$ cat config.mk
export PLATFORM = sky130hd
export DESIGN_NAME = srpbm_top
export DESIGN_NICKNAME = d
export VERILOG_FILES = /design/src/logic/srpbm_top.v /design/src/logic/srpbm_step_mem.v
export VERILOG_INCLUDE_DIRS = /design/src /design/src/logic
export SDC_FILE = /design/constraint.sdc
export NUM_CORES = 1
export LEC_CHECK = 0
export BUFFER_PORTS_ARGS = -buffer_cell sky130_fd_sc_hd__buf_2
export CAP_MARGIN = 25
export CORE_MARGIN = 5
export CORE_UTILIZATION = 25
export DETAILED_ROUTE_END_ITERATION = 8
export PLACE_DENSITY = 0.39
export SKIP_CTS_REPAIR_TIMING = 1
export SKIP_LAST_GASP = 1
export SYNTH_ARGS = -nofsm -noshare
export SYNTH_HDL_FRONTEND = slang
export SYNTH_SLANG_ARGS = --single-unit
export TNS_END_PERCENT = 100
$ cat constraint.sdc
create_clock -name clk_in -period 2.11 [get_ports clk_in]
set_input_delay 0.211 -clock clk_in [delete_from_list [all_inputs] [get_ports clk_in]]
set_output_delay 0.211 -clock clk_in [all_outputs]
set_load 0.005 [all_outputs]
$ cat src/logic/srpbm_defines.vh
// Constants for the shared reset pad boot mux.
// Assumes inclusion by srpbm_top.v and srpbm_step_mem.v only.
`ifndef SRPBM_DEFINES_VH
`define SRPBM_DEFINES_VH

// ----------------------------------------
// Boot steps
// ----------------------------------------
`define SRPBM_STEP_W        3
`define SRPBM_STEP_SPI_MST  3'h1
`define SRPBM_STEP_UART1A   3'h2
`define SRPBM_STEP_UART1B   3'h3
`define SRPBM_STEP_UART2    3'h4
`define SRPBM_STEP_SPI_SLV  3'h5
`define SRPBM_STEP_I2C      3'h6
`define SRPBM_STEP_LAST     3'h6

// ----------------------------------------
// Pad function select
// ----------------------------------------
`define SRPBM_FN_W          2
`define SRPBM_FN_RESET      2'h0
`define SRPBM_FN_SERIAL_IN  2'h1
`define SRPBM_FN_UART_TX    2'h2
`define SRPBM_FN_SPI_DO     2'h3

// ----------------------------------------
// Machine states
// ----------------------------------------
`define SRPBM_ST_W          3
`define SRPBM_ST_PORWAIT    3'h0
`define SRPBM_ST_STEP       3'h1
`define SRPBM_ST_GAP        3'h2
`define SRPBM_ST_RUN        3'h3
`define SRPBM_ST_FL_DIS     3'h4
`define SRPBM_ST_FL_SEL     3'h5
`define SRPBM_ST_FL_ACC     3'h6
`define SRPBM_ST_FL_EN      3'h7

// ----------------------------------------
// Timing
// ----------------------------------------
`define SRPBM_SETTLE_CYC    4'h3
`define SRPBM_STEP_TMO      16'h0fff

`endif

$ cat src/logic/srpbm_top.v
// Shared reset pad boot mux: sequences boot steps over one pad that is
// otherwise an active-high reset, plus flash access with reset disabled.
// Assumes pad levels are asynchronous; serial engines live elsewhere.
//
// Function
// - UART boot drives transmit onto shared pad
// - Step four drives shared pad as UART transmit, probes receive pad
// - Pad returns to reset after boot
// - High pad in reset mode holds reset
// - Permanent transmit mode ignores pad level
// - Reset via re-enable command or GPIO source
// - No pad reset while pad is flash out
// - Flash: disable, select, access, re-enable
// - Pad reset is active high
// - Serial step suspends pad reset detection
// - Steps tried one to six, UART fourth
`timescale 1ns/1ns
`include "srpbm_defines.vh"

module srpbm_top
(
    input  wire clk_in,
    input  wire rst_n_in,
    input  wire shared_reset_pad_in,
    input  wire boot_uart_rx_pad_in,
    input  wire gpio_por_pad_in,
    input  wire gpio_por_enable_in,
    input  wire gpio_por_polarity_in,
    input  wire step_done_in,
    input  wire boot_found_in,
    input  wire keep_uart_tx_in,
    input  wire uart_tx_data_in,
    input  wire spi_do_data_in,
    input  wire flash_req_in,
    input  wire flash_done_in,
    input  wire reset_reenable_in,
    output reg  shared_reset_pad_out,
    output reg  shared_reset_pad_oe_out,
    output reg  [2:0] boot_step_out,
    output reg  uart_probe_out,
    output reg  flash_grant_out,
    output reg  hard_reset_disable_flag_out,
    output reg  hard_reset_out,
    output reg  por_reset_out,
    output reg  boot_done_out
);

    // ----------------------------------------
    // Input synchronisers (three flops, last two agree)
    // ----------------------------------------
    reg [2:0] sync_rst;
    reg [2:0] sync_rx;
    reg [2:0] sync_gpio;
    reg       pad_level;
    reg       rx_level;
    reg       gpio_level;

    always @(posedge clk_in)
    begin
        if (!rst_n_in)
        begin
            sync_rst   <= 3'h0;
            sync_rx    <= 3'h7;
            sync_gpio  <= 3'h0;
            pad_level  <= 1'b0;
            rx_level   <= 1'b1;
            gpio_level <= 1'b0;
        end
        else
        begin
            sync_rx   <= {sync_rx[1:0], boot_uart_rx_pad_in};
            sync_gpio <= {sync_gpio[1:0], gpio_por_pad_in};
            // Our own drive would echo back as a reset request after release,
            // so the reset filter is flushed while we drive the pad
            if (shared_reset_pad_oe_out)
            begin
                sync_rst  <= 3'h0;
                pad_level <= 1'b0;
            end
            else
            begin
                sync_rst <= {sync_rst[1:0], shared_reset_pad_in};
                if (sync_rst[1] == sync_rst[2])
                    pad_level <= sync_rst[2];
            end
            if (sync_rx[1] == sync_rx[2])
                rx_level <= sync_rx[2];
            if (sync_gpio[1] == sync_gpio[2])
                gpio_level <= sync_gpio[2];
        end
    end

    // ----------------------------------------
    // Step table
    // ----------------------------------------
    reg  [`SRPBM_STEP_W-1:0] step;
    wire [`SRPBM_FN_W-1:0]   step_fn;

    srpbm_step_mem i_srpbm_step_mem
    (
        .clk_in  (clk_in),
        .addr_in (step),
        .fn_out  (step_fn)
    );

    // ----------------------------------------
    // Sequencer
    // ----------------------------------------
    reg [`SRPBM_ST_W-1:0] state;
    reg [`SRPBM_FN_W-1:0] pad_fn;
    reg [3:0]             settle;
    reg [15:0]            tmo;
    reg                   dis_flag;

    always @(posedge clk_in)
    begin
        if (!rst_n_in)
        begin
            state    <= `SRPBM_ST_PORWAIT;
            step     <= `SRPBM_STEP_SPI_MST;
            pad_fn   <= `SRPBM_FN_RESET;
            settle   <= 4'h0;
            tmo      <= 16'h0000;
            dis_flag <= 1'b0;
        end
        else
        begin
            case (state)
                `SRPBM_ST_PORWAIT:
                begin
                    // Let the step table read settle before first handover
                    settle <= settle + 4'h1;
                    if (settle == `SRPBM_SETTLE_CYC)
                    begin
                        settle <= 4'h0;
                        state  <= `SRPBM_ST_STEP;
                        pad_fn <= step_fn;
                    end
                end
                `SRPBM_ST_STEP:
                begin
                    tmo <= tmo + 16'h0001;
                    if (boot_found_in)
                    begin
                        pad_fn <= `SRPBM_FN_RESET;
                        state  <= `SRPBM_ST_RUN;
                    end
                    else if (step_done_in || tmo == `SRPBM_STEP_TMO)
                    begin
                        tmo    <= 16'h0000;
                        pad_fn <= `SRPBM_FN_RESET;
                        state  <= `SRPBM_ST_GAP;
                        if (step == `SRPBM_STEP_LAST)
                            step <= `SRPBM_STEP_SPI_MST;
                        else
                            step <= step + 3'h1;
                    end
                end
                `SRPBM_ST_GAP:
                begin
                    // Pad sits as reset between steps; wait on the table read
                    settle <= settle + 4'h1;
                    if (settle == `SRPBM_SETTLE_CYC)
                    begin
                        settle <= 4'h0;
                        pad_fn <= step_fn;
                        state  <= `SRPBM_ST_STEP;
                    end
                end
                `SRPBM_ST_RUN:
                begin
                    if (keep_uart_tx_in)
                    begin
                        pad_fn   <= `SRPBM_FN_UART_TX;
                        dis_flag <= 1'b1;
                    end
                    else if (flash_req_in)
                        state <= `SRPBM_ST_FL_DIS;
                    if (reset_reenable_in)
                    begin
                        pad_fn   <= `SRPBM_FN_RESET;
                        dis_flag <= 1'b0;
                    end
                end
                `SRPBM_ST_FL_DIS:
                begin
                    dis_flag <= 1'b1;
                    state    <= `SRPBM_ST_FL_SEL;
                end
                `SRPBM_ST_FL_SEL:
                begin
                    pad_fn <= `SRPBM_FN_SPI_DO;
                    state  <= `SRPBM_ST_FL_ACC;
                end
                `SRPBM_ST_FL_ACC:
                begin
                    if (flash_done_in)
                    begin
                        pad_fn <= `SRPBM_FN_RESET;
                        state  <= `SRPBM_ST_FL_EN;
                    end
                end
                `SRPBM_ST_FL_EN:
                begin
                    // Flag drops four cycles after the pad is back, avoiding a pulse
                    settle <= settle + 4'h1;
                    if (settle == `SRPBM_SETTLE_CYC)
                    begin
                        settle   <= 4'h0;
                        dis_flag <= 1'b0;
                        state    <= `SRPBM_ST_RUN;
                    end
                end
                default:
                    state <= `SRPBM_ST_PORWAIT;
            endcase
        end
    end

    // ----------------------------------------
    // Reset gating and pad drive
    // ----------------------------------------
    wire pad_is_reset = (pad_fn == `SRPBM_FN_RESET);
    wire gpio_hit     = gpio_por_enable_in & (gpio_level == gpio_por_polarity_in);
    // Only trust the pad once it has sat as reset long enough for stale data to clear
    wire settled      = (state == `SRPBM_ST_RUN) |
                        ((state == `SRPBM_ST_GAP) & (settle != 4'h0));

    always @(posedge clk_in)
    begin
        if (!rst_n_in)
        begin
            shared_reset_pad_out        <= 1'b0;
            shared_reset_pad_oe_out     <= 1'b0;
            boot_step_out               <= 3'h0;
            uart_probe_out              <= 1'b0;
            flash_grant_out             <= 1'b0;
            hard_reset_disable_flag_out <= 1'b0;
            hard_reset_out              <= 1'b0;
            por_reset_out               <= 1'b0;
            boot_done_out               <= 1'b0;
        end
        else
        begin
            hard_reset_out <= pad_is_reset & settled & ~dis_flag
                              & pad_level;
            por_reset_out  <= gpio_hit;
            shared_reset_pad_oe_out <= (pad_fn == `SRPBM_FN_UART_TX) |
                                       (pad_fn == `SRPBM_FN_SPI_DO);
            case (pad_fn)
                `SRPBM_FN_UART_TX: shared_reset_pad_out <= uart_tx_data_in;
                `SRPBM_FN_SPI_DO:  shared_reset_pad_out <= spi_do_data_in;
                default:           shared_reset_pad_out <= 1'b0;
            endcase
            boot_step_out   <= (state == `SRPBM_ST_STEP) ? step : 3'h0;
            uart_probe_out  <= (state == `SRPBM_ST_STEP) &
                               (step == `SRPBM_STEP_UART2) & rx_level;
            flash_grant_out <= (state == `SRPBM_ST_FL_ACC);
            hard_reset_disable_flag_out <= dis_flag;
            boot_done_out   <= (state == `SRPBM_ST_RUN) | (state[2] == 1'b1);
        end
    end

endmodule // srpbm_top

$ cat src/logic/srpbm_step_mem.v
// Boot step table: pad function per step, registered read.
// Assumes a single clock and a synchronous active-low reset upstream.
`timescale 1ns/1ns
`include "srpbm_defines.vh"

module srpbm_step_mem
(
    input  wire                     clk_in,
    input  wire [`SRPBM_STEP_W-1:0] addr_in,
    output reg  [`SRPBM_FN_W-1:0]   fn_out
);

    // Pad use per step; steps that leave the pad alone keep it as reset
    always @(posedge clk_in)
    begin
        case (addr_in)
            `SRPBM_STEP_SPI_MST: fn_out <= `SRPBM_FN_SPI_DO;
            `SRPBM_STEP_UART2:   fn_out <= `SRPBM_FN_UART_TX;
            `SRPBM_STEP_SPI_SLV: fn_out <= `SRPBM_FN_SERIAL_IN;
            default:             fn_out <= `SRPBM_FN_RESET;
        endcase
    end

endmodule // srpbm_step_mem

==> flow_metrics.env, run 1 <==
export IMPL_die_w_um=104.4
export IMPL_whs_ps=65.59
export IMPL_viasPerCell=4.488
export IMPL_synth_top_area_share_pct=48.54
export IMPL_tritoncts="done"
export IMPL_ys_seq_area_share_pct=48.54
export IMPL_core_um2=8721
export IMPL_yosysWarningCount=0
export IMPL_grt_start_max_net_pins=19
export IMPL_hold_viol_final=0
export IMPL_whs_endpoint="sync_rx[0]"
export IMPL_dr_pass1_iters=4
export IMPL_grt_overflow=0
export IMPL_synthArstFlopShare_pct=0
export IMPL_vias=1710
export IMPL_htree_levels=2
export IMPL_ys_types=48
export IMPL_final_util_pct=30.43
export IMPL_io_buffers=25
export IMPL_grt_antenna_before_repair=0
export IMPL_grtUsageMet3_pct=2.359
export IMPL_drt_total_wl_um=4848
export IMPL_met2_usage_pct=13.08
export IMPL_synth_nets=257
export IMPL_initial_utilization_pct=25.54
export IMPL_synth_seq_cells=54
export IMPL_track_usage_pct=9.281
export IMPL_syn_area_per_cell_um2=9.319
export IMPL_power_total_mw=2.162
export IMPL_tightest_slew_ps=460.0
export IMPL_power_per_cell_area_nw_per_um2=814.8
export IMPL_p_leak_nw=1.047
export IMPL_fin_nets=290
export IMPL_dp_hpwl_um=3437
export IMPL_fin_skew_ps=10.52
export IMPL_clk_latency_ps=310
export IMPL_drt_iter0_drc=78
export IMPL_num_fill_cells=919
export IMPL_drtAntennaViolNets=0
export IMPL_period_minus_slack_ps=2007
export IMPL_fin_area_um2=2654
export IMPL_clock_sinks=54
export IMPL_synth_enable_flop_cells=0
export IMPL_syn_to_final_growth_pct=19.16
export IMPL_ir_drop_v=0.0002628
export IMPL_drc=0
export IMPL_wl_per_cell_um=12.72
export IMPL_outcome="finished clean"
export IMPL_synthCells=239
export IMPL_synth_area_um2=2227
export IMPL_grt_busiest_layer="met1"
export IMPL_cp_end_kind="flop"
export IMPL_clockBufferDepth=2
export IMPL_cp_max_fo=4
export IMPL_fp_dieArea_um2=10900
export IMPL_rows=34
export IMPL_stdcell_count=381
export IMPL_worst_r2r_endpoint="step[1]"
export IMPL_finalWorstSetupSlack_ps=103.4
export IMPL_hold_path_class="in2reg"
export IMPL_crit_type="reg2reg"
export IMPL_n_antenna_cell=0
export IMPL_worstPathArrival_ps=2280
export IMPL_pre_cts_ws_ps=38.10
export IMPL_ys_flop_type="dfxtp_1"
export IMPL_cts_buffers=5
export IMPL_setup_violations_final=0
export IMPL_path_clk_slew_ps=100
export IMPL_grt_first_pass_wirelength_um=8300
export IMPL_fin_crit_sh_pct=95.10
export IMPL_slew_violations=0
export IMPL_cp_data_required_time_ps=2380
export IMPL_yosysMostFrequentCell="dfxtp_1"
export IMPL_drv_cap=0
export IMPL_r2r_setup_slack_ps=100
export IMPL_ios=26
export IMPL_place_congestion=0.7080
export IMPL_tns_ps=0
export IMPL_grt_setup_unrepaired="no"
export IMPL_cp_start_kind="flop"
export IMPL_met1_usage_pct=13.30
export IMPL_cts_root_buf="clkbuf_8"
export IMPL_min_path_cells=2
export IMPL_relSlewSlack_pct=69.13
export IMPL_layout_drive_gt1_share_pct=20.51
export IMPL_dp_cells=373
export IMPL_rr_worst_depth=6
export IMPL_synth_largest_area_cell="dfxtp_1"
export IMPL_synthTopCellsByArea="dfxtp_1 49%, nor2_1 5.9%, xnor2_1 4.3%"
export IMPL_dpl_cell_area_um2=2521
export IMPL_synth_cells_most_frequent="54 x dfxtp_1, 35 x nor2_1, 15 x nand2_1"
export IMPL_max_freq_mhz=498.4
export IMPL_grt_pass1_vias=1716
export IMPL_die_h_um=104.4
export IMPL_reg2reg_from="tmo[15]"
export IMPL_hold_start="boot_uart_rx_pad_in"
==> sequential cells by signal, summed over array words and instances (netlist names), 2 cells and up <==
register / count
tmo: 16
settle: 4
boot_step_out: 3
state: 3
step: 3
sync_gpio: 3
sync_rst: 3
sync_rx: 3
i_srpbm_step_mem.fn_out: 2
pad_fn: 2
==> where the power goes <==
group          switching [mW]  internal (mW)
clock                   0.364          0.360
sequential             0.0420           1.08
combinational           0.169          0.150
==> how the worst max path moves through the flow <==
stage,start,endpoint,slack [ps],cells past startpoint
detailed placement,tmo[15],state[1],40,5
global route,tmo[15],tmo[14],20,6
CTS,tmo[15],state[1],50,5
global placement,tmo[15],pad_fn[0],50,5
floorplan,tmo[12],tmo[14],50,7
finish,tmo[15],step[1],100,6
==> cells in the final DEF (no fill, tap or decap), types with 6 or more instances in the layout <==
| cell | n |
|---|---|
| and3_1 | 6 |
| nand3_1 | 8 |
| xnor2_1 | 11 |
| inv_1 | 9 |
| xor2_1 | 8 |
| buf_2 | 25 |
| o21ai_0 | 9 |
| nor2_1 | 35 |
| buf_4 | 10 |
| dfxtp_1 | 54 |
| a21oi_1 | 7 |
| and2_1 | 7 |
| nand2_1 | 15 |
| nand4_1 | 7 |
==> metal layers <==
layer | up-vias | part of all wire, %
met5 | - | 0
met4 | 0 | 1.7
met3 | 8 | 3.2
met2 | 23 | 42
met1 | 791 | 54
li1 | 888 | -
==> worst max-delay path: stages, from the launching register on <==
cell and delay (ps):
dfxtp_1 330, or4b_1 520, or4_4 560, a21boi_4 160
buf_4 150, and3_2 170, a31o_2 90
==> layout make-up <==
type                       instances  area [um^2]  share of cell area (%)
clock inverter                     3        47.55                   1.792
inverter                           9        33.78                   1.273
multi-input combinational        166         1067                   40.22
tap                              108        135.1                   5.092
clock buffer                       5        68.82                   2.593
timing repair buffer              36        220.2                   8.298
sequential                        54         1081                   40.74
==> cells by family (layout without fill, tap and decap cells) <==
logic type | count (synthesis) | in the layout | share of synthesized area, %
xor gates and xnor gates | 19 | 19 | 7.472
muxes | 7 | 7 | 3.258
adders and majority gates | 3 | 3 | 1.686
and+or+nand+nor | 104 | 104 | 24.66
buffers and inverters | 19 | 53 | 4.270
DFF | 54 | 54 | 48.54
AOI/OAI and AO/OA | 33 | 33 | 10.11
Note: power is estimated with default switching activity, not from simulation.
==> run 2, diff against run 1 <==
--- a/config.mk
+++ b/config.mk
@@ -12,6 +12,7 @@
 export CORE_UTILIZATION = 25
 export DETAILED_ROUTE_END_ITERATION = 8
 export PLACE_DENSITY = 0.39
+export RECOVER_POWER = 50
 export SKIP_CTS_REPAIR_TIMING = 1
 export SKIP_LAST_GASP = 1
 export SYNTH_ARGS = -nofsm -noshare
==> flow_metrics.env, run 2 (synthesis gave the netlist of run 1 again) <==
export IMPL_tritoncts="done"
export IMPL_ir_drop_v=0.0002626
export IMPL_syn_to_final_growth_pct=18.43
export IMPL_grt_setup_unrepaired="no"
export IMPL_path_clk_slew_ps=100
export IMPL_clk_latency_ps=310
export IMPL_viasPerCell=4.470
export IMPL_path_cells="or4b_1, or4_4, a21boi_4, buf_4, and3_2, a31o_2"
export IMPL_drc=0
export IMPL_dr_pass1_iters=4
export IMPL_core_um2=8721
export IMPL_cts_root_buf="clkbuf_8"
export IMPL_cp_slowest_cell="or4_4"
export IMPL_tns_ps=0
export IMPL_fin_nets=290
export IMPL_cp_top_family="simple AND/OR/NAND/NOR gates"
export IMPL_fin_crit_sh_pct=95.24
export IMPL_track_usage_pct=9.281
export IMPL_cp_data_required_time_ps=2380
export IMPL_drv_cap=0
export IMPL_grt_antenna_before_repair=0
export IMPL_period_minus_slack_ps=2010
export IMPL_relSlewSlack_pct=61.52
export IMPL_drtAntennaViolNets=0
export IMPL_htree_levels=2
export IMPL_dp_cells=373
export IMPL_power_total_mw=2.156
export IMPL_worstPathArrival_ps=2280
export IMPL_grt_start_max_net_pins=19
export IMPL_rows=34
export IMPL_grt_overflow=0
export IMPL_grt_first_pass_wirelength_um=8300
export IMPL_layout_drive_gt1_share_pct=16.48
export IMPL_clock_sinks=54
export IMPL_num_fill_cells=928
export IMPL_drt_total_wl_um=4839
export IMPL_cp_start_kind="flop"
export IMPL_n_antenna_cell=0
export IMPL_hold_viol_final=0
export IMPL_grt_pass1_vias=1716
export IMPL_setup_violations_final=0
export IMPL_r2r_setup_slack_ps=100
export IMPL_slew_violations=0
export IMPL_largest_register_ffs=16
export IMPL_hold_path_class="in2reg"
export IMPL_p_leak_nw=0.9966
export IMPL_drt_iter0_drc=85
export IMPL_largest_register="tmo"
export IMPL_io_buffers=25
export IMPL_ios=26
export IMPL_outcome="finished clean"
export IMPL_dp_hpwl_um=3437
export IMPL_wl_per_cell_um=12.70
export IMPL_die_h_um=104.4
export IMPL_cts_buffers=5
export IMPL_stdcell_count=381
export IMPL_layout_common_cells="54 x dfxtp_1, 35 x nor2_1, 15 x nand2_1, 15 x buf_2"
export IMPL_power_per_cell_area_nw_per_um2=817.5
export IMPL_cp_max_fo=4
export IMPL_clockBufferDepth=2
export IMPL_fp_dieArea_um2=10900
export IMPL_fin_skew_ps=10.10
export IMPL_vias=1703
export IMPL_die_w_um=104.4
export IMPL_multiInputGateArea_um2=1067
export IMPL_max_freq_mhz=497.6
export IMPL_initial_utilization_pct=25.54
export IMPL_place_congestion=0.7080
export IMPL_layout_commonest_cell="dfxtp_1"
export IMPL_reg_top3="tmo x16, settle x4"
export IMPL_regArea_um2=1081
export IMPL_cp_buffers_inverters=1
export IMPL_cp_end_kind="flop"
export IMPL_slowest_delay_ps=560
export IMPL_tightest_slew_ps=577.2
export IMPL_crit_type="reg2reg"
-- run 2: worst paths after layout --
kind,start,endpoint,depth (start not counted)
max,tmo[15],step[1],6
min,boot_uart_rx_pad_in,sync_rx[0],2
max reg2reg,tmo[15],step[1],6
min reg2reg,sync_rx[0],sync_rx[1],1
-- run 2: cell type report --
class	count	share of cell area (%)
sequential	54	40.99
multi-input combinational	166	40.46
timing repair buffer	36	7.732
tap	108	5.123
clock buffer	5	2.609
clock inverter	3	1.803
inverter	9	1.281
-- run 2: metal layers --
metal | GRT usage [%] | wire length (um) | up-vias
met3 | 2.359 | 164 | 5
li1 | - | - | 887
met1 | 13.30 | 2549 | 788
met5 | 0 | 0 | -
met2 | 13.08 | 2064 | 23
met4 | 3.885 | 61 | 0
-- run 2: metrics by stage --
stage	hold WS, ps	utilization [%]	instance area (um^2)	setup slack (ps)
floorplan	312.5	-	2227	50.66
global placement	390.7	28.91	2521	52.97
detailed placement	397.4	28.91	2521	38.10
CTS	53.55	30.24	2638	47.43
global route	74.41	30.24	2638	10.41
finish	66.91	30.24	2638	100.4
-- run 2: where the power goes --
part           leakage, nW  switching [mW]  internal (mW)
sequential           0.438          0.0422           1.08
clock               0.0587           0.361          0.360
combinational        0.500           0.168          0.147
total                0.997           0.572           1.58
==> run 3, diff against run 2 <==
--- a/config.mk
+++ b/config.mk
@@ -11,8 +11,10 @@
 export CORE_MARGIN = 5
 export CORE_UTILIZATION = 25
 export DETAILED_ROUTE_END_ITERATION = 8
+export GPL_TIMING_DRIVEN = 1
 export PLACE_DENSITY = 0.39
 export RECOVER_POWER = 50
+export SETUP_SLACK_MARGIN = 0.15
 export SKIP_CTS_REPAIR_TIMING = 1
 export SKIP_LAST_GASP = 1
 export SYNTH_ARGS = -nofsm -noshare
==> flow_metrics.env, run 3 (synthesis gave the netlist of run 1 again) <==
export IMPL_crit_type="reg2reg"
export IMPL_min_path_cells=2
export IMPL_n_antenna_cell=0
export IMPL_grt_busiest_layer="met2"
export IMPL_worstPathArrival_ps=2160
export IMPL_drt_iter0_drc=81
export IMPL_tns_ps=0
export IMPL_io_buffers=25
export IMPL_wl_per_cell_um=12.84
export IMPL_grt_overflow=0
export IMPL_fp_dieArea_um2=10900
export IMPL_ir_drop_v=0.0002931
export IMPL_track_usage_pct=9.094
export IMPL_drc=0
export IMPL_grt_antenna_before_repair=0
export IMPL_dp_hpwl_um=3374
export IMPL_cp_end_kind="flop"
export IMPL_cts_root_buf="clkbuf_8"
export IMPL_outcome="finished clean"
export IMPL_tightest_slew_ps=731.0
export IMPL_slowest_delay_ps=490
export IMPL_num_fill_cells=946
export IMPL_clock_sinks=54
export IMPL_fin_nets=293
export IMPL_layout_common_cells="52 x dfxtp_1, 29 x nor2_1, 19 x buf_2, 15 x nand2_1, 12 x buf_4"
export IMPL_hold_path_class="in2reg"
export IMPL_whs_ps=76.12
export IMPL_ios=26
export IMPL_grt_first_pass_wirelength_um=8217
export IMPL_path_cells="or4b_1, or4_4, a21boi_4, buf_4, xnor2_1, nand2_1"
export IMPL_place_congestion=0.7298
export IMPL_fin_skew_ps=10.12
export IMPL_hold_viol_final=0
export IMPL_clockBufferDepth=2
export IMPL_drt_total_wl_um=4932
export IMPL_layout_drive_gt1_share_pct=21.01
export IMPL_syn_to_final_growth_pct=19.83
export IMPL_grt_setup_unrepaired="yes"
export IMPL_setup_violations_final=0
export IMPL_die_w_um=104.4
export IMPL_cts_buffers=5
export IMPL_layout_commonest_cell="dfxtp_1"
export IMPL_initial_utilization_pct=25.54
export IMPL_fin_area_um2=2669
export IMPL_regArea_um2=1084
export IMPL_rr_worst_depth=6
export IMPL_cp_data_required_time_ps=2280
export IMPL_drtAntennaViolNets=0
export IMPL_vias=1747
export IMPL_die_h_um=104.4
export IMPL_grt_pass1_vias=1686
export IMPL_viasPerCell=4.549
export IMPL_cp_slowest_cell="or4b_1"
export IMPL_met2_usage_pct=13.44
export IMPL_clk_latency_ps=310
export IMPL_drv_cap=0
export IMPL_core_um2=8721
export IMPL_dpl_cell_area_um2=2516
export IMPL_period_minus_slack_ps=1989
export IMPL_grtUsageMet3_pct=2.173
export IMPL_path_clk_slew_ps=110
export IMPL_dr_pass1_iters=4
export IMPL_reg_top3="tmo x16, settle x4"
export IMPL_met1_usage_pct=13.01
export IMPL_fin_crit_sh_pct=94.27
export IMPL_cp_start_kind="flop"
export IMPL_tritoncts="done"
export IMPL_power_per_cell_area_nw_per_um2=808.4
export IMPL_grt_start_max_net_pins=19
export IMPL_max_freq_mhz=502.7
export IMPL_rows=34
export IMPL_p_leak_nw=1.016
export IMPL_worst_path_stages=6
export IMPL_largest_register="tmo"
export IMPL_relSlewSlack_pct=51.26
export IMPL_cp_top_family="simple AND/OR/NAND/NOR gates"
export IMPL_htree_levels=2
export IMPL_cp_buffers_inverters=1
export IMPL_cp_max_fo=6
export IMPL_multiInputGateArea_um2=1089
export IMPL_largest_register_ffs=16
export IMPL_slew_violations=0
-- run 3: cell types whose count changed in the layout (fill, tap and decap cells not counted), sizes merged --
cell	previous run	this run
buf	25	31
clkbuf	16	12
nand2b	5	6
-- run 3: per-stage QoR --
step	instances	setup slack [ps]	util [%]	power, mW
CTS	381	108.5	30.19	2.190
floorplan	239	165.1	-	1.363
finish	384	120.9	30.60	2.157
global route	384	11.97	30.60	2.293
detailed placement	373	124.6	28.85	1.458
global placement	373	144.5	28.85	1.458
-- run 3: final timing paths --
kind	slack (ps)	from	endpoint
worst max register to register	120	tmo[12]	step[0]
worst max-delay path	120	tmo[12]	step[0]
worst min register to register	430	sync_rx[0]	sync_rx[1]
worst min-delay path	80	boot_uart_rx_pad_in	sync_rx[0]
-- run 3: power by group --
part	switching (mW)	internal [mW]
registers	0.0367	1.08
logic	0.176	0.151
clock network	0.356	0.360
total	0.568	1.59
-- run 3: area by class of cell --
class / count / share of cell area (%)
clock buffer: 5 / 2.579
clock inverter: 3 / 1.782
sequential: 54 / 40.60
timing repair buffer: 38 / 7.923
inverter: 9 / 1.266
multi-input combinational: 167 / 40.79
tap: 108 / 5.063
-- run 3: per-layer routing --
layer	share of wire, %	wire, um
met3	3.6	177
met5	0	0
met2	44	2193
met1	51	2510
met4	1.0	51
